<file path="config.mk">
export PLATFORM = sky130hd
export DESIGN_NAME = power_monitor_control
export DESIGN_NICKNAME = d
export VERILOG_FILES = /design/src/rtl/power_monitor_pkg.sv /design/src/rtl/power_monitor_control.sv
export SDC_FILE = /design/constraint.sdc
export NUM_CORES = 1
export LEC_CHECK = 0
export ABC_AREA = 1
export BUFFER_PORTS_ARGS = -buffer_cell sky130_fd_sc_hd__buf_2
export CAP_MARGIN = 20
export CORE_ASPECT_RATIO = 1.75
export CORE_MARGIN = 2
export CORE_UTILIZATION = 53
export CTS_BUF_LIST = sky130_fd_sc_hd__clkbuf_4
export CTS_CLUSTER_SIZE = 10
export DETAILED_ROUTE_END_ITERATION = 8
export PLACE_DENSITY = 0.79
export SLEW_MARGIN = 20
export SYNTH_ARGS = -nofsm -noshare
export SYNTH_HDL_FRONTEND = slang
export SYNTH_SLANG_ARGS = --single-unit
</file>
<file path="constraint.sdc">
create_clock -name clock_in -period 1.6 [get_ports clock_in]
set_input_delay 0.16 -clock clock_in [delete_from_list [all_inputs] [get_ports clock_in]]
set_output_delay 0.16 -clock clock_in [all_outputs]
set_load 0.05 [all_outputs]
</file>
<file path="src/rtl/power_monitor_pkg.sv">
// package: register map, field layout, reset values and timing of the power monitor
package power_monitor_pkg;

    // ******************************
    // register addresses
    // ******************************
    localparam logic [7:0] addr_power_control_flags  = 8'h87;
    localparam logic [7:0] addr_timed_access_key     = 8'hc7;
    localparam logic [7:0] addr_brownout_ctrl_first  = 8'ha3;
    localparam logic [7:0] addr_brownout_ctrl_second = 8'hab;
    localparam logic [7:0] addr_por_disable_key      = 8'hfd;

    // ******************************
    // key values
    // ******************************
    localparam logic [7:0] ta_key_first   = 8'haa;
    localparam logic [7:0] ta_key_second  = 8'h55;
    localparam logic [7:0] por_key_first  = 8'h5a;
    localparam logic [7:0] por_key_second = 8'ha5;

    // ******************************
    // field positions
    // ******************************
    localparam int power_control_flags_pof_bit   = 4;
    localparam int cfg_den_bit    = 7;
    localparam int cfg_lvl_hi     = 6;
    localparam int cfg_lvl_lo     = 4;
    localparam int cfg_rst_bit    = 2;
    localparam int c0_den_bit     = 7;
    localparam int c0_lvl_hi      = 6;
    localparam int c0_lvl_lo      = 4;
    localparam int c0_bof_bit     = 3;
    localparam int c0_rst_bit     = 2;
    localparam int c0_brownout_reset_flag_bit    = 1;
    localparam int c0_bos_bit     = 0;
    localparam int c1_lp_hi       = 2;
    localparam int c1_lp_lo       = 1;
    localparam int c1_flt_bit     = 0;

    // ******************************
    // reset values
    // ******************************
    localparam logic [7:0] config_default     = 8'hff;
    localparam logic [7:0] power_control_flags_other_reset   = 8'h00;
    localparam logic [1:0] lp_select_reset    = 2'h0;
    localparam logic       filter_reset       = 1'b1;

    // ******************************
    // timing
    // ******************************
    localparam int ta_window_cycles    = 4;
    localparam int settle_slow_cycles  = 3;
    localparam int filter_fast_cycles  = 32;
    localparam int filter_slow_cycles  = 2;
    localparam int slow_osc_hz         = 10000;
    localparam real lp1_period_ms      = 1.6;
    localparam real lp2_period_ms      = 6.4;
    localparam real lp3_period_ms      = 25.6;
    localparam int lp1_slow_cycles = int'(lp1_period_ms * slow_osc_hz / 1000.0);
    localparam int lp2_slow_cycles = int'(lp2_period_ms * slow_osc_hz / 1000.0);
    localparam int lp3_slow_cycles = int'(lp3_period_ms * slow_osc_hz / 1000.0);

    typedef enum logic [1:0] {
        lp_normal,
        lp_mode1,
        lp_mode2,
        lp_mode3
    } lp_mode_t;

    // register access port carrier
    typedef struct packed {
        logic       wr;
        logic       rd;
        logic [7:0] addr;
        logic [7:0] wdata;
    } reg_access_t;

endpackage

</file>
<file path="src/rtl/power_monitor_control.sv">
// power monitor control: power-on flag, keyed disable, brown-out control and filtering
`timescale 1ns/1ns
`default_nettype none

// Function
// - power-on flag set by power-on reset, kept over brown-out reset, cleared by reset_in or software
// - power-on reset disabled by key 5a then a5 as consecutive writes
// - each key write needs the aa,55 timed-access unlock first
// - trip level from config bits 5:4, later overwritable at run time
// - detector result ignored for 2 to 3 slow oscillator cycles after enable
// - with reset disabled, drop below level sets event flag and interrupt request
// - event flag set only on crossing, not re-set while staying low
// - event flag also set when supply recovers above level
// - read-only level status shows supply currently below level
// - with reset enabled, drop causes reset and sets brown-out reset flag
// - reset flag cleared by both reset_in and power-on reset, software clears
// - first brown-out control register writes need timed-access unlock
// - low-power mode samples detector every 1.6, 6.4 or 25.6 ms
// - filter enabled after reset, writing 0 bypasses it except in power-down
// - config detect enable switches detection, config default all ones
// - config reset enable chooses reset or interrupt at power-up
// - power-on and brown-out reset load detect enable, level, reset enable from config, reset_in loads the all-ones default
// - sampling select 00 normal, 01/10/11 the three sampling periods
// - filter counts 32 system clocks fast normal, else 2 slow clocks
// - level status reads 0 while detection is disabled
module power_monitor_control
    import power_monitor_pkg::*;
(
    input  wire logic        clock_in,
    input  wire logic        reset_in,
    input  wire logic        power_on_reset_in,
    input  wire logic        slow_osc_tick_in,
    input  wire logic        fast_clock_source_in,
    input  wire logic        power_down_in,
    input  wire logic        supply_below_in,
    input  wire logic [7:0]  boot_config_in,
    input  wire reg_access_t reg_in,
    output logic      [7:0]  rdata_out,
    output logic             por_enable_out,
    output logic             brownout_irq_out,
    output logic             brownout_reset_out,
    output logic             detector_power_out,
    output logic      [1:0]  trip_level_out
);

    typedef struct packed {
        logic [7:0] rdata;
        logic       power_on_flag;
        logic       por_en;
        logic       por_armed;
        logic       ta_stage;
        logic [2:0] ta_count;
        logic       ta_open;
        logic       den;
        logic [1:0] lvl;
        logic       brownout_event_flag;
        logic       rst_en;
        logic       brownout_reset_flag;
        logic       brownout_level_status;
        logic [1:0] lp_sel;
        logic       flt;
        logic [1:0] settle;
        logic [5:0] flt_count;
        logic       filtered;
        logic       sampled;
        logic [7:0] lp_count;
        logic       sample_now;
        logic       irq;
        logic       bo_reset;
        logic       reset_pending;
    } state_t;

    state_t s_q;
    state_t s_d;

    logic       wr_ta;
    logic       wr_c0;
    logic       wr_c1;
    logic       wr_power_control_flags;
    logic       wr_por;
    logic       protected_wr;
    logic       raw_level;
    logic [5:0] flt_limit;
    logic       flt_step;
    logic [7:0] lp_limit;
    logic       valid;
    logic       prev_level;

    // ******************************
    // address decode
    // ******************************
    always_comb begin
        wr_ta   = 1'b0;
        wr_c0   = 1'b0;
        wr_c1   = 1'b0;
        wr_power_control_flags = 1'b0;
        wr_por  = 1'b0;
        if (reg_in.addr == addr_timed_access_key) begin
            wr_ta = reg_in.wr;
        end else if (reg_in.addr == addr_brownout_ctrl_first) begin
            wr_c0 = reg_in.wr;
        end else if (reg_in.addr == addr_brownout_ctrl_second) begin
            wr_c1 = reg_in.wr;
        end else if (reg_in.addr == addr_power_control_flags) begin
            wr_power_control_flags = reg_in.wr;
        end else if (reg_in.addr == addr_por_disable_key) begin
            wr_por = reg_in.wr;
        end
    end

    assign protected_wr = (wr_c0 | wr_c1 | wr_por) & s_q.ta_open;

    // ******************************
    // filter and sampling selection
    // ******************************
    always_comb begin
        if (fast_clock_source_in && !power_down_in && s_q.lp_sel == lp_normal) begin
            flt_limit = 6'(filter_fast_cycles - 1);
            flt_step  = 1'b1;
        end else begin
            flt_limit = 6'(filter_slow_cycles - 1);
            flt_step  = slow_osc_tick_in;
        end
        case (lp_mode_t'(s_q.lp_sel))
            lp_mode1: lp_limit = 8'(lp1_slow_cycles - 1);
            lp_mode2: lp_limit = 8'(lp2_slow_cycles - 1);
            lp_mode3: lp_limit = 8'(lp3_slow_cycles - 1);
            default:  lp_limit = 8'h00;
        endcase
    end

    assign valid      = s_q.den && s_q.settle == 2'h0;
    assign raw_level  = s_q.lp_sel == lp_normal ? supply_below_in : s_q.sampled;
    assign prev_level = s_q.brownout_level_status;

    // ******************************
    // next state
    // ******************************
    always_comb begin
        s_d            = s_q;
        s_d.irq        = 1'b0;
        s_d.bo_reset   = 1'b0;
        s_d.sample_now = 1'b0;

        // timed access: aa then 55 opens a short window
        if (s_q.ta_open) begin
            s_d.ta_count = s_q.ta_count - 3'h1;
            if (s_q.ta_count == 3'h0 || protected_wr) begin
                s_d.ta_open = 1'b0;
            end
        end
        if (wr_ta) begin
            s_d.ta_stage = reg_in.wdata == ta_key_first;
            if (s_q.ta_stage && reg_in.wdata == ta_key_second) begin
                s_d.ta_open  = 1'b1;
                s_d.ta_count = 3'(ta_window_cycles - 1);
            end
        end

        // power-on disable key
        if (wr_por && s_q.ta_open) begin
            s_d.por_armed = reg_in.wdata == por_key_first;
            if (s_q.por_armed && reg_in.wdata == por_key_second) begin
                s_d.por_en = 1'b0;
            end
        end

        if (wr_power_control_flags && !reg_in.wdata[power_control_flags_pof_bit]) begin
            s_d.power_on_flag = 1'b0;
        end

        if (wr_c0 && s_q.ta_open) begin
            s_d.den    = reg_in.wdata[c0_den_bit];
            s_d.lvl    = reg_in.wdata[c0_lvl_lo +: 2];
            s_d.rst_en = reg_in.wdata[c0_rst_bit];
            if (!reg_in.wdata[c0_bof_bit]) begin
                s_d.brownout_event_flag = 1'b0;
            end
            if (!reg_in.wdata[c0_brownout_reset_flag_bit]) begin
                s_d.brownout_reset_flag = 1'b0;
            end
            if (reg_in.wdata[c0_den_bit] && !s_q.den) begin
                s_d.settle = 2'(settle_slow_cycles);
            end
        end
        if (wr_c1 && s_q.ta_open) begin
            s_d.lp_sel = reg_in.wdata[c1_lp_lo +: 2];
            s_d.flt    = reg_in.wdata[c1_flt_bit];
        end

        if (s_q.settle != 2'h0 && slow_osc_tick_in) begin
            s_d.settle = s_q.settle - 2'h1;
        end

        // periodic sampling in low-power mode
        if (s_q.lp_sel != lp_normal && slow_osc_tick_in) begin
            if (s_q.lp_count >= lp_limit) begin
                s_d.lp_count   = 8'h00;
                s_d.sample_now = 1'b1;
            end else begin
                s_d.lp_count = s_q.lp_count + 8'h01;
            end
        end
        if (s_q.sample_now) begin
            s_d.sampled = supply_below_in;
        end

        // noise filter: power-down keeps the slow filter even when software bypasses it
        if (!s_q.flt && !power_down_in) begin
            s_d.filtered  = raw_level;
            s_d.flt_count = 6'h00;
        end else if (raw_level == s_q.filtered) begin
            s_d.flt_count = 6'h00;
        end else if (flt_step) begin
            if (s_q.flt_count >= flt_limit) begin
                s_d.filtered  = raw_level;
                s_d.flt_count = 6'h00;
            end else begin
                s_d.flt_count = s_q.flt_count + 6'h01;
            end
        end

        // crossings
        if (!valid) begin
            s_d.brownout_level_status = 1'b0;
        end else begin
            s_d.brownout_level_status = s_q.filtered;
            if (s_q.filtered != prev_level) begin
                if (s_q.filtered && s_q.rst_en) begin
                    s_d.bo_reset      = 1'b1;
                    s_d.reset_pending = 1'b1;
                end else begin
                    s_d.brownout_event_flag = 1'b1;
                    s_d.irq = 1'b1;
                end
            end
        end

        // register read data
        s_d.rdata = 8'h00;
        if (reg_in.addr == addr_power_control_flags) begin
            s_d.rdata[power_control_flags_pof_bit] = s_q.power_on_flag;
        end else if (reg_in.addr == addr_brownout_ctrl_first) begin
            s_d.rdata = {s_q.den, 1'b0, s_q.lvl, s_q.brownout_event_flag, s_q.rst_en, s_q.brownout_reset_flag, s_q.brownout_level_status};
        end else if (reg_in.addr == addr_brownout_ctrl_second) begin
            s_d.rdata = {5'h00, s_q.lp_sel, s_q.flt};
        end
    end

    // ******************************
    // state register
    // ******************************
    always_ff @(posedge clock_in) begin
        if (reset_in) begin
            s_q           <= '0;
            s_q.power_on_flag       <= 1'b0;
            s_q.por_en    <= 1'b1;
            s_q.den       <= config_default[cfg_den_bit];
            s_q.lvl       <= config_default[cfg_lvl_lo +: 2];
            s_q.rst_en    <= config_default[cfg_rst_bit];
            s_q.lp_sel    <= lp_select_reset;
            s_q.flt       <= filter_reset;
            s_q.settle    <= 2'(settle_slow_cycles);
        end else if (power_on_reset_in) begin
            s_q        <= '0;
            s_q.power_on_flag    <= 1'b1;
            s_q.por_en <= 1'b1;
            s_q.den    <= boot_config_in[cfg_den_bit];
            s_q.lvl    <= boot_config_in[cfg_lvl_lo +: 2];
            s_q.rst_en <= boot_config_in[cfg_rst_bit];
            s_q.lp_sel <= lp_select_reset;
            s_q.flt    <= filter_reset;
            s_q.settle <= 2'(settle_slow_cycles);
        end else if (s_q.reset_pending) begin
            // brown-out reset: power-on flag survives, event flag clears, run-time fields reload
            s_q            <= '0;
            s_q.power_on_flag        <= s_q.power_on_flag;
            s_q.por_en     <= s_q.por_en;
            s_q.brownout_reset_flag       <= 1'b1;
            s_q.den        <= boot_config_in[cfg_den_bit];
            s_q.lvl        <= boot_config_in[cfg_lvl_lo +: 2];
            s_q.rst_en     <= boot_config_in[cfg_rst_bit];
            s_q.lp_sel     <= lp_select_reset;
            s_q.flt        <= filter_reset;
            s_q.brownout_level_status        <= s_q.brownout_level_status;
            s_q.filtered   <= s_q.filtered;
        end else begin
            s_q <= s_d;
        end
    end

    assign rdata_out          = s_q.rdata;
    assign por_enable_out     = s_q.por_en;
    assign brownout_irq_out   = s_q.irq;
    assign brownout_reset_out = s_q.bo_reset;
    assign detector_power_out = s_q.den;
    assign trip_level_out     = s_q.lvl;

endmodule

`default_nettype wire

</file>
==> results.md, run 1 <==
* Share of async-settable or async-resettable flops after synthesis at 0
* Floorplan die area at between 0.005 and 0.006 mm^2
* Clock root cell: sky130_fd_sc_hd__clkbuf_4
* Leakage power at between 1.5 and 2 nW
* Initial antenna violation count at 0
* Type of the tightest min-delay check: input pin to register
* Final layout net count at 481
* Setup-violating endpoint count in the final report at 15
* Clock latency on the worst-skew pair at around 0.36 ns
* Setup repair after global routing missed its margin: true
* Register bit total from synthesis at 46
* Syn Inst Count at around 380
* GR Overflow Total at 0
* Ratio of cells with drive above 1 in the final layout at 0.255
* FF+latch area at just over 900 um^2
* Core Footprint at approximately 0.0050 mm^2
* Post-Syn Nets at about 430
* Cell area after synthesis at about 0.0028 mm^2
* Total I/O pin count at between 40 and 50
* Number of sinks driven by the clock tree at 46
* Floorplan die height at between 90 and 100 um
* Total power draw at between 1.5 and 2 mW
* Number of DRC violations after detailed-routing iteration 0 at 67
* Fin crit period at 1.69 ns
* Number of vias per cell at approximately 5.2
* Port Buffers at 40
* Synth unique cells at 36
* Die outline width at 58.5 um
* Worst-case clock skew at ~0.017 ns
* Min setup slack post-route at -0.0858 ns
* Clock buffer depth at 2
* Number of global-route vias before repair at about 2400
* Synth Area per Inst at 7.17 um^2
* Post-Route Hold Slack at about 0.038 ns
* Routed Wire Length at roughly 5800 um
* Residual DRC at 0
* Post-Place Setup Slack at -0.146 ns
* Data arrival time of the critical path at roughly 2.0 ns
* Clock transition at the registers of the reported paths at 0.14 ns
* Power density of the placed cells at 605 mW/mm^2
* Post-route clock period utilization at 1.05
* Number of synthesized flops with an enable pin at 0
* Initial cell density of the core at 0.554
* Run status: complete, but fails checks
* Area growth syn-to-layout at 16.6%
* Crit path capture type: register
* Number of nets still failing antenna checks after routing at 0
* Count of synthesis-stage warnings from yosys at 0
* Number of maximum-capacitance constraint violations at 0
* Pin count of the biggest net entering global routing at 14
* # diodes at 0
* Number of filler cells placed in the layout at 460
* Routed wire length per instance at around 12 um
* Worst path required time at roughly 1.9 ns
* Worst setup path category: register to register
* Row cnt at 34
* TritonCTS clock tree: yes
* Final core utilization at 0.646
* Overall via count from detail_route at 2511
* Clock buffer count from CTS at 5
* Final estimated routing congestion in global placement at between 0.8 and 0.9
* Highest fanout seen on the critical path at 6
* Worst voltage drop across the vdd grid at about 0.69 mV
* CTS H-tree lvls at 2
* Critical Path Source Type: register
* Top flip-flop cell by instance count after synthesis: sky130_fd_sc_hd__dfxtp_1
* Violations in the final reports: setup timing
* HPWL reported at the end of detailed placement at 4530 um
* Initial DRT Pass Iterations at 5
* Fmax at around 0.6 GHz
* Slew Limit Fails at 0
* Multi-input logic area at between 0.0015 and 0.002 mm^2
* All-layer global routing usage at 0.216
* Wire length of the first global-routing pass at ~10000 um
* Number of hold-slack violations in the final timing report at 0
* Sequential-to-total area share from yosys stat at 0.334
critical path, cell delays in order (launching register included):
cell                      delay (ns)
sky130_fd_sc_hd__dfxtp_4        0.38
sky130_fd_sc_hd__nor2_4         0.13
sky130_fd_sc_hd__buf_12         0.13
sky130_fd_sc_hd__nand2_8        0.07
sky130_fd_sc_hd__ha_4           0.16
sky130_fd_sc_hd__or2_4          0.23
sky130_fd_sc_hd__a21oi_4        0.14
sky130_fd_sc_hd__nand2_2        0.07
sky130_fd_sc_hd__nand2_2        0.08
sky130_fd_sc_hd__nand3_4        0.13
sky130_fd_sc_hd__a21oi_2        0.12
timing repair:
| item | in CTS | in global routing |
|---|---|---|
| setup endpoints to repair | 15 | 16 |
| cloned | 0 | 0 |
| hold endpoints to repair | 0 | 0 |
| hold buffers | 0 | 0 |
| setup buffers | 2 | 0 |
| pin swaps | 4 | 7 |
| gates resized for setup | 6 | 15 |
stage by stage:
stage          instance area, um^2  instances  setup TNS [ns]
2_1_floorplan                 2790        384          -0.603
3_3_place_gp                  3060        476          -0.664
3_5_place_dp                  3060        476           -1.35
4_1_cts                       3150        486          -0.152
5_1_grt                       3210        486           -2.22
6_report                      3210        486           -1.03
per-layer routing:
| layer | routed length, um | GRT usage | vias to the layer above |
|---|---|---|---|
| met2 | 3170 | 0.393 | 51 |
| met1 | 2300 | 0.233 | 1132 |
| li1 | - | - | 1316 |
| met4 | 133 | 0.109 | 0 |
| met3 | 200 | 0.0286 | 12 |
| met5 | 0 | 0 | - |
power by group:
group / leakage (nW) / internal, mW / switching [mW]
registers: 0.374 / 1.15 / 0.00951
clock network: 0.0331 / 0.183 / 0.364
logic: 1.09 / 0.0795 / 0.155
total: 1.50 / 1.42 / 0.529
final timing paths:
| kind | to | start | cells past startpoint | slack, ns |
|---|---|---|---|---|
| worst max register to register | s_q[15]$_SDFFE_PP0N_ | s_q[23]$_SDFFE_PP0P_ | 10 | -0.09 |
| worst min register to register | por_enable_out$_SDFFE_PP1P_ | por_enable_out$_SDFFE_PP1P_ | 2 | 0.45 |
| worst min-delay path | s_q[27]$_SDFFE_PP1P_ | boot_config_in[2] | 3 | 0.04 |
| worst max-delay path | s_q[15]$_SDFFE_PP0N_ | s_q[23]$_SDFFE_PP0P_ | 10 | -0.09 |
logic make-up (layout without fill, tap and decap cells):
family,count (synthesis),in the layout,synth area share
XOR/XNOR,8,8,0.0254
AND/OR/NAND/NOR,203,203,0.362
adder cells (fa/ha/maj),17,17,0.0772
flip-flops,46,46,0.334
other,1,1,0.00136
AO/OA/AOI/OAI,38,38,0.0817
buffers and inverters,69,117,0.110
multiplexers,2,2,0.00772
sequential cells by signal, indices dropped and copies added (netlist names):
name                count
brownout_irq_out        1
brownout_reset_out      1
detector_power_out      1
por_enable_out          1
prev_level              1
rdata_out               7
s_q                    32
trip_level_out          2
cells in the mapped netlist (3+ instances only):
| library cell | count | share of area |
|---|---|---|
| sky130_fd_sc_hd__a21oi_1 | 18 | 0.033 |
| sky130_fd_sc_hd__a21oi_2 | 3 | 0.0095 |
| sky130_fd_sc_hd__buf_4 | 10 | 0.027 |
| sky130_fd_sc_hd__dfxtp_1 | 46 | 0.33 |
| sky130_fd_sc_hd__ha_1 | 17 | 0.077 |
| sky130_fd_sc_hd__inv_1 | 53 | 0.072 |
| sky130_fd_sc_hd__inv_2 | 3 | 0.0041 |
| sky130_fd_sc_hd__nand2_1 | 83 | 0.11 |
| sky130_fd_sc_hd__nand2_4 | 3 | 0.012 |
| sky130_fd_sc_hd__nand3_1 | 35 | 0.064 |
| sky130_fd_sc_hd__nand4_1 | 9 | 0.020 |
| sky130_fd_sc_hd__nor2_1 | 43 | 0.059 |
| sky130_fd_sc_hd__nor2_2 | 4 | 0.0091 |
| sky130_fd_sc_hd__nor2_4 | 4 | 0.016 |
| sky130_fd_sc_hd__nor3_1 | 7 | 0.013 |
| sky130_fd_sc_hd__o211ai_1 | 3 | 0.0082 |
| sky130_fd_sc_hd__o21ai_0 | 11 | 0.020 |
| sky130_fd_sc_hd__xor2_1 | 6 | 0.019 |
layout by cell type, fill, tap and decap left out, types with 3 or more instances in the layout:
| cell type | instances |
|---|---|
| sky130_fd_sc_hd__nand2_1 | 79 |
| sky130_fd_sc_hd__inv_1 | 52 |
| sky130_fd_sc_hd__dfxtp_1 | 44 |
| sky130_fd_sc_hd__buf_2 | 40 |
| sky130_fd_sc_hd__nor2_1 | 36 |
| sky130_fd_sc_hd__nand3_1 | 32 |
| sky130_fd_sc_hd__a21oi_1 | 17 |
| sky130_fd_sc_hd__ha_1 | 14 |
| sky130_fd_sc_hd__buf_4 | 12 |
| sky130_fd_sc_hd__nor2_2 | 10 |
| sky130_fd_sc_hd__o21ai_0 | 10 |
| sky130_fd_sc_hd__nand4_1 | 9 |
| sky130_fd_sc_hd__nor3_1 | 7 |
| sky130_fd_sc_hd__xor2_1 | 6 |
| sky130_fd_sc_hd__clkbuf_4 | 6 |
| sky130_fd_sc_hd__nor2_4 | 5 |
| sky130_fd_sc_hd__nand2_2 | 5 |
| sky130_fd_sc_hd__inv_2 | 4 |
| sky130_fd_sc_hd__nand3_2 | 4 |
| sky130_fd_sc_hd__nand2_4 | 3 |
| sky130_fd_sc_hd__o211ai_1 | 3 |
| sky130_fd_sc_hd__a21oi_2 | 3 |
| sky130_fd_sc_hd__ha_4 | 3 |
layout make-up:
cell class,instances,area share
flip-flops and latches,46,0.289
clock buffers,6,0.0140
multi-input cells,269,0.511
inverters,56,0.0654
clock inverters,2,0.00273
repair buffers,53,0.0966
well taps,54,0.0210
(Power assumes the default switching activity.)
==> run 2: changes to the inputs <==
--- a/config.mk
+++ b/config.mk
@@ -15,6 +15,7 @@
 export CTS_CLUSTER_SIZE = 10
 export DETAILED_ROUTE_END_ITERATION = 8
 export PLACE_DENSITY = 0.79
+export SETUP_SLACK_MARGIN = 0.2
 export SLEW_MARGIN = 20
 export SYNTH_ARGS = -nofsm -noshare
 export SYNTH_HDL_FRONTEND = slang
==> run 2 against run 1 <==
The flow still finishes with violations (setup timing). Fmax is 0.63% lower. Global-route usage is 1.1 points higher. Clock power is 1% higher. Routed wire length is 3.6% higher. Largest cell class unchanged. Largest power group unchanged.
==> results.md, run 2 (synthesized netlist as in run 1, its figures left out) <==
* Run status: complete, but fails checks
* Violations in the final reports: setup timing
* Top library cells by usage in the layout, fill and taps aside: 78 x sky130_fd_sc_hd__nand2_1, 52 x sky130_fd_sc_hd__inv_1, 43 x sky130_fd_sc_hd__dfxtp_1
* Min setup slack post-route at -0.0965 ns (-0.0107 ns)
* Number of hold-slack violations in the final timing report at 0 (unchanged)
* Fin crit period at 1.70 ns (+0.0107 ns)
* Worst voltage drop across the vdd grid at 0.618 mV (-11%)
* Clock root cell: sky130_fd_sc_hd__clkbuf_4
* CTS H-tree lvls at 2 (unchanged)
* Most common library cell in the layout ignoring fill and taps: sky130_fd_sc_hd__nand2_1
* Power density of the placed cells at 603 mW/mm^2 (-0.31%)
* Slew Limit Fails at 0 (unchanged)
* Register ranked first by flip-flop count: s_q
* Number of maximum-capacitance constraint violations at 0 (unchanged)
* Final estimated routing congestion in global placement at 0.875 (+2.1%)
* Die outline width at 58.5 um (unchanged)
* HPWL reported at the end of detailed placement at 4690 um (+3.5%)
* Setup repair after global routing missed its margin: true
* Initial DRT Pass Iterations at 4 (-1)
* Measured slew at the worst slew-check pin at 0.505 ns
* Floorplan die height at 99.4 um (unchanged)
* Clock buffer count from CTS at 5 (unchanged)
* Ratio of cells with drive above 1 in the final layout at 0.265 (+0.0103)
* Final layout net count at 483 (+0.42%)
* Clock transition at the registers of the reported paths at 0.14 ns (about the same)
* All-layer global routing usage at 0.227 (+0.0111)
* Crit path capture type: register
* GR Overflow Total at 0 (unchanged)
* Number of vias per cell at 5.31 (+2.8%)
* Detail Route met2 WL at 3280 um (+3.5%)
* Type of the tightest min-delay check: input pin to register
* Quantity of hold-fixing buffers added after cts at 0 (unchanged)
* Overall via count from detail_route at 2591 (+3.2%)
* Routed length on met3 at 197 um (-1.5%)
* Flip-flop count of the largest register after layout at 32 (unchanged)
* Wire length of the first global-routing pass at 10600 um (+7.0%)
* Clock latency on the worst-skew pair at 0.36 ns (about the same)
* Area growth syn-to-layout at 17.7%
* Worst setup path category: register to register
* Number of global-route vias before repair at 2576 (+6.7%)
* Critical Path Source Type: register
* Post-route standard cell area excluding fillers at 0.00324 mm^2 (+0.90%)
* Clock buffer depth at 2 (unchanged)
* Core Footprint at 0.00498 mm^2 (unchanged)
* Multi-input logic area at 0.00165 mm^2 (+0.69%)
* Routed wire length per instance at 12.3 um (+3.1%)
* Initial cell density of the core at 0.554 (unchanged)
* Number of nets still failing antenna checks after routing at 0 (unchanged)
* Number of sinks driven by the clock tree at 46 (unchanged)
* Post-route clock period utilization at 1.06 (+0.00667)
* Summed negative setup slack over all endpoints at -0.849 ns (+0.182 ns)
* Worst path required time at 1.90 ns (-0.02 ns)
* Data arrival time of the critical path at 1.99 ns (about the same)
* Total I/O pin count at 47 (unchanged)
* Fmax at 0.589 GHz (-0.63%)
* Port Buffers at 40 (unchanged)
* Routed length on met1 at 2380 um (+3.5%)
* Worst relative slew slack at 0.660
* Residual DRC at 0 (unchanged)
* FF+latch area at 930 um^2 (+0.13%)
* Highest fanout seen on the critical path at 6 (unchanged)
* Placed standard-cell area at 0.00306 mm^2 (about the same)
* Worst-case clock skew at 0.0102 ns (-0.00707 ns)
* Initial antenna violation count at 0 (unchanged)
* TritonCTS clock tree: yes
* Number of DRC violations after detailed-routing iteration 0 at 61 (-9.0%)
* Setup-violating endpoint count in the final report at 15 (unchanged)
* # diodes at 0 (unchanged)
* Pin count of the biggest net entering global routing at 15 (+1)
* Top layer used by detailed routing: met4
* Floorplan die area at 0.00581 mm^2 (unchanged)
* Routed Wire Length at 6010 um (+3.6%)
* Post-Place Setup Slack at -0.129 ns (+0.0173 ns)
* Number of filler cells placed in the layout at 468 (+1.7%)
* Row cnt at 34 (unchanged)
* Leakage power at 1.52 nW (+1.2%)
run 2: cell count changes in the layout (fill, tap and decap cells not counted), sizes merged:
cell	change
buf	+2
run 2: layout make-up:
| class | count | area share |
|---|---|---|
| clock inverter | 2 | 0.00309 |
| inverter | 56 | 0.0648 |
| multi-input combinational | 269 | 0.510 |
| clock buffer | 6 | 0.0139 |
| sequential | 46 | 0.287 |
| tap | 54 | 0.0208 |
| timing repair buffer | 55 | 0.100 |
run 2: repair_timing:
item / CTS / global route
resized for setup: 13 / 12
endpoints found under the setup margin: 16 / 16
buffers inserted: 4 / 0
pin swaps: 10 / 3
run 2: through the flow:
stage,power [mW],utilization,hold WS [ns],std cells
2_1_floorplan,1.34,-,0.229,384
3_3_place_gp,1.41,0.616,0.410,476
3_5_place_dp,1.42,0.616,0.417,476
4_1_cts,1.97,0.641,0.0319,488
5_1_grt,2.04,0.651,0.0433,488
6_report,1.96,0.651,0.0422,488
run 2: worst paths after layout:
path                                 endpoint  slack, ns                        start  depth (start not counted)
setup / recovery         s_q[14]$_SDFFE_PP0N_       -0.1         s_q[23]$_SDFFE_PP0P_                         10
hold / removal           s_q[22]$_SDFFE_PP1P_       0.04                    reg_in[0]                          3
setup reg to reg         s_q[14]$_SDFFE_PP0N_       -0.1         s_q[23]$_SDFFE_PP0P_                         10
hold reg to reg   por_enable_out$_SDFFE_PP1P_       0.46  por_enable_out$_SDFFE_PP1P_                          2
run 2: critical path: stages (launching register included):
cell,delay [ns]
sky130_fd_sc_hd__dfxtp_4,0.38
sky130_fd_sc_hd__nor2_4,0.12
sky130_fd_sc_hd__buf_12,0.13
sky130_fd_sc_hd__nand2_8,0.06
sky130_fd_sc_hd__ha_4,0.17
sky130_fd_sc_hd__or2_4,0.23
sky130_fd_sc_hd__a21oi_4,0.15
sky130_fd_sc_hd__nand2_2,0.08
sky130_fd_sc_hd__nand2_2,0.08
sky130_fd_sc_hd__nand3_4,0.12
sky130_fd_sc_hd__a21oi_2,0.12
run 2: where the power goes:
| part | switching (mW) | total [mW] | internal (mW) | leakage, nW |
|---|---|---|---|---|
| clock network | 0.369 | 0.554 | 0.185 | 0.0354 |
| registers | 0.00981 | 1.16 | 1.15 | 0.374 |
| logic | 0.157 | 0.238 | 0.0819 | 1.11 |
run 2: metal layers:
metal	vias to the layer above	track usage
li1	1322	-
met1	1199	0.254
met2	56	0.405
met3	14	0.0377
met4	0	0.102
met5	-	0
==> run 3: changes to the inputs <==
--- a/config.mk
+++ b/config.mk
@@ -10,11 +10,11 @@
 export CAP_MARGIN = 20
 export CORE_ASPECT_RATIO = 1.75
 export CORE_MARGIN = 2
-export CORE_UTILIZATION = 53
+export CORE_UTILIZATION = 51
 export CTS_BUF_LIST = sky130_fd_sc_hd__clkbuf_4
 export CTS_CLUSTER_SIZE = 10
 export DETAILED_ROUTE_END_ITERATION = 8
-export PLACE_DENSITY = 0.79
+export PLACE_DENSITY = 0.76
 export SETUP_SLACK_MARGIN = 0.2
 export SLEW_MARGIN = 20
 export SYNTH_ARGS = -nofsm -noshare
==> run 3 against run 2 <==
Flip-flop and latch count unchanged. First-iteration DRC count increased by 23%. Fmax increased by 0.22%. The run still ends with setup timing left. Global-route usage decreased by 0.50 points. Worst setup slack improved by 0.0037 ns. Die area increased by 3.7%. Critical path depth increased by 3. Core utilization decreased by 1.0 points. Cell area increased by 3.9%. Worst hold slack got worse by 0.0088 ns. Non-clock buffer count increased by 2. Critical path type unchanged.
==> results.md, run 3 (synthesized netlist as in run 1, its figures left out) <==
* Fmax at 0.591 GHz (+0.22%)
* Total I/O pin count at 47 (unchanged)
* Internal power contribution at 1.58 mW (+11%)
* Setup-violating endpoint count in the final report at 16 (+1)
* Sw Ratio at 0.257 (-0.0165)
* Routed wire length per instance at 12.7 um (+3.3%)
* Area growth syn-to-layout at 22.3%
* Final layout net count at 485 (+0.41%)
* CTS H-tree lvls at 2 (unchanged)
* Core Footprint at 0.00526 mm^2 (+5.6%)
* Routed Wire Length at 6260 um (+4.2%)
* Number of sinks driven by the clock tree at 46 (unchanged)
* Port Buffers at 40 (unchanged)
* Clock buffer count from CTS at 5 (unchanged)
* Setup repair after global routing missed its margin: true
* Number of maximum-capacitance constraint violations at 0 (unchanged)
* Flip-flop count of the largest register after layout at 32 (unchanged)
* Violations in the final reports: setup timing
* Worst voltage drop across the vdd grid at 0.475 mV (-23%)
* Clock root cell: sky130_fd_sc_hd__clkbuf_4
* Type of the tightest min-delay check: input pin to register
* Total power draw at 2.13 mW (+8.8%)
* Clock latency on the worst-skew pair at 0.37 ns (about the same)
* Number of vias per cell at 5.28 (-0.47%)
* Post-route clock period utilization at 1.06 (-0.00234)
* Initial antenna violation count at 1 (+1)
* Post-Route Hold Slack at 0.0333 ns (-0.00883 ns)
* Run status: complete, but fails checks
* Number of DRC violations after detailed-routing iteration 0 at 75 (+23%)
* Top library cells by usage in the layout, fill and taps aside: 76 x sky130_fd_sc_hd__nand2_1, 49 x sky130_fd_sc_hd__inv_1, 43 x sky130_fd_sc_hd__dfxtp_1
* Highest fanout seen on the critical path at 8 (+2)
* Leakage power at 1.53 nW (+0.87%)
* Wire length of the first global-routing pass at 10400 um (-2.1%)
* Clk pwr share at 0.343 (+0.060)
* Hold_sp: boot_config_in[2]
* HPWL reported at the end of detailed placement at 4710 um (+0.49%)
* Number of hold-slack violations in the final timing report at 0 (unchanged)
* Residual DRC at 0 (unchanged)
* Clock buffer depth at 2 (unchanged)
* Count of non-filler cells in the finished layout at 492 (+0.82%)
* Number of filler cells placed in the layout at 453 (-3.2%)
* All-layer global routing usage at 0.222 (-0.00500)
* Worst setup path category: register to register
* Floorplan die height at 101 um (+1.9%)
* Cell total after placement at 477 (+0.21%)
* Number of global-route vias before repair at 2566 (-0.39%)
* Slew Limit Fails at 0 (unchanged)
* Clock transition at the registers of the reported paths at 0.14 ns (about the same)
* Worst path required time at 1.88 ns (-0.02 ns)
* Proportion of power drawn by combinational gates at 0.110 (-0.012)
* Origin of the worst setup path: s_q[23]$_SDFFE_PP0P_
* Quantity of hold-fixing buffers added after cts at 0 (unchanged)
* Initial DRT Pass Iterations at 4 (unchanged)
* GR Overflow Total at 0 (unchanged)
* Floorplan die area at 0.00603 mm^2 (+3.7%)
* Crit path capture type: register
* Critical Path Source Type: register
* Register ranked first by flip-flop count: s_q
* Data arrival time of the critical path at 1.98 ns (about the same)
* Overall via count from detail_route at 2600 (+0.35%)
* Min setup slack post-route at -0.0928 ns (+0.00374 ns)
* Row cnt at 35 (+2.9%)
* Number of nets still failing antenna checks after routing at 0 (unchanged)
* R2R Path Start: s_q[23]$_SDFFE_PP0P_
* Initial cell density of the core at 0.524 (-0.0293)
* Fin crit period at 1.69 ns (-0.00374 ns)
* Pin count of the biggest net entering global routing at 15 (unchanged)
* TritonCTS clock tree: yes
* Die outline width at 59.6 um (+1.8%)
* Post-route standard cell area excluding fillers at 0.00337 mm^2 (+3.9%)
* Worst-case clock skew at 0.0148 ns (+0.00455 ns)
* Power density of the placed cells at 632 mW/mm^2 (+4.7%)
* Share of total power in sequential cells at 0.547 (-0.048)
* Final estimated routing congestion in global placement at 0.827 (-5.5%)
* Final core utilization at 0.641 (-0.0104)
* Most common library cell in the layout ignoring fill and taps: sky130_fd_sc_hd__nand2_1
* Ratio of cells with drive above 1 in the final layout at 0.289 (+0.0240)
* Sw Pwr at 0.547 mW (+2.2%)
* Placed standard-cell area at 0.00307 mm^2 (about the same)
-- run 3: repair_timing --
action,CTS,global route
hold endpoints to repair,0,0
buffers inserted,4,2
pin swaps,11,10
gates resized for setup,14,23
endpoints found under the setup margin,16,16
-- run 3: final timing paths --
| kind | endpoint | slack (ns) | cells past startpoint |
|---|---|---|---|
| worst max-delay path | s_q[11]$_SDFFE_PP0P_ | -0.09 | 13 |
| worst max register to register | s_q[11]$_SDFFE_PP0P_ | -0.09 | 13 |
| worst min-delay path | s_q[27]$_SDFFE_PP1P_ | 0.03 | 3 |
| worst min register to register | rdata_out[3]$_SDFF_PP0_ | 0.45 | 2 |
-- run 3: per-stage QoR --
step	setup TNS, ns	setup WS, ns
after floorplan	-0.602	-0.0701
after global routing	-2.39	-0.183
after detailed placement	-1.64	-0.163
final	-1.19	-0.0928
after global placement	-0.774	-0.0627
after CTS	-0.634	-0.0710
-- run 3: per-layer routing --
metal / track usage / routed length [um]
met5: 0 / 0
met4: 0.109 / 205
met3: 0.0396 / 233
met2: 0.426 / 3500
met1: 0.216 / 2320
-- run 3: area by class of cell --
cell class	instances	area, um^2	area share
multi-input combinational	269	1720	0.512
sequential	46	930	0.276
timing repair buffer	57	348	0.103
inverter	56	213	0.0632
tap	55	68.8	0.0204
clock buffer	6	45.0	0.0134
clock inverter	2	37.5	0.0111
antenna	1	2.50	0.000743
-- run 3: worst max-delay path, cell delays in order (launching register included) --
cell,delay (ns)
sky130_fd_sc_hd__dfxtp_4,0.40
sky130_fd_sc_hd__nor2_4,0.04
sky130_fd_sc_hd__buf_12,0.13
sky130_fd_sc_hd__buf_4,0.13
sky130_fd_sc_hd__ha_4,0.26
sky130_fd_sc_hd__nand2_2,0.05
sky130_fd_sc_hd__inv_2,0.06
sky130_fd_sc_hd__o21ai_2,0.05
sky130_fd_sc_hd__nand2_1,0.11
sky130_fd_sc_hd__nand2_2,0.09
sky130_fd_sc_hd__nand3_4,0.08
sky130_fd_sc_hd__nand2_4,0.07
sky130_fd_sc_hd__nand2_8,0.09
sky130_fd_sc_hd__nor2_1,0.05
-- run 3: power groups by stage --
stage,registers [mW],clock network (mW),logic [mW]
global route,1.17,0.790,0.262
floorplan,1.19,0,0.145
global placement,1.19,0,0.221
detailed placement,1.19,0,0.227
CTS,1.16,0.752,0.231
finish,1.16,0.730,0.234
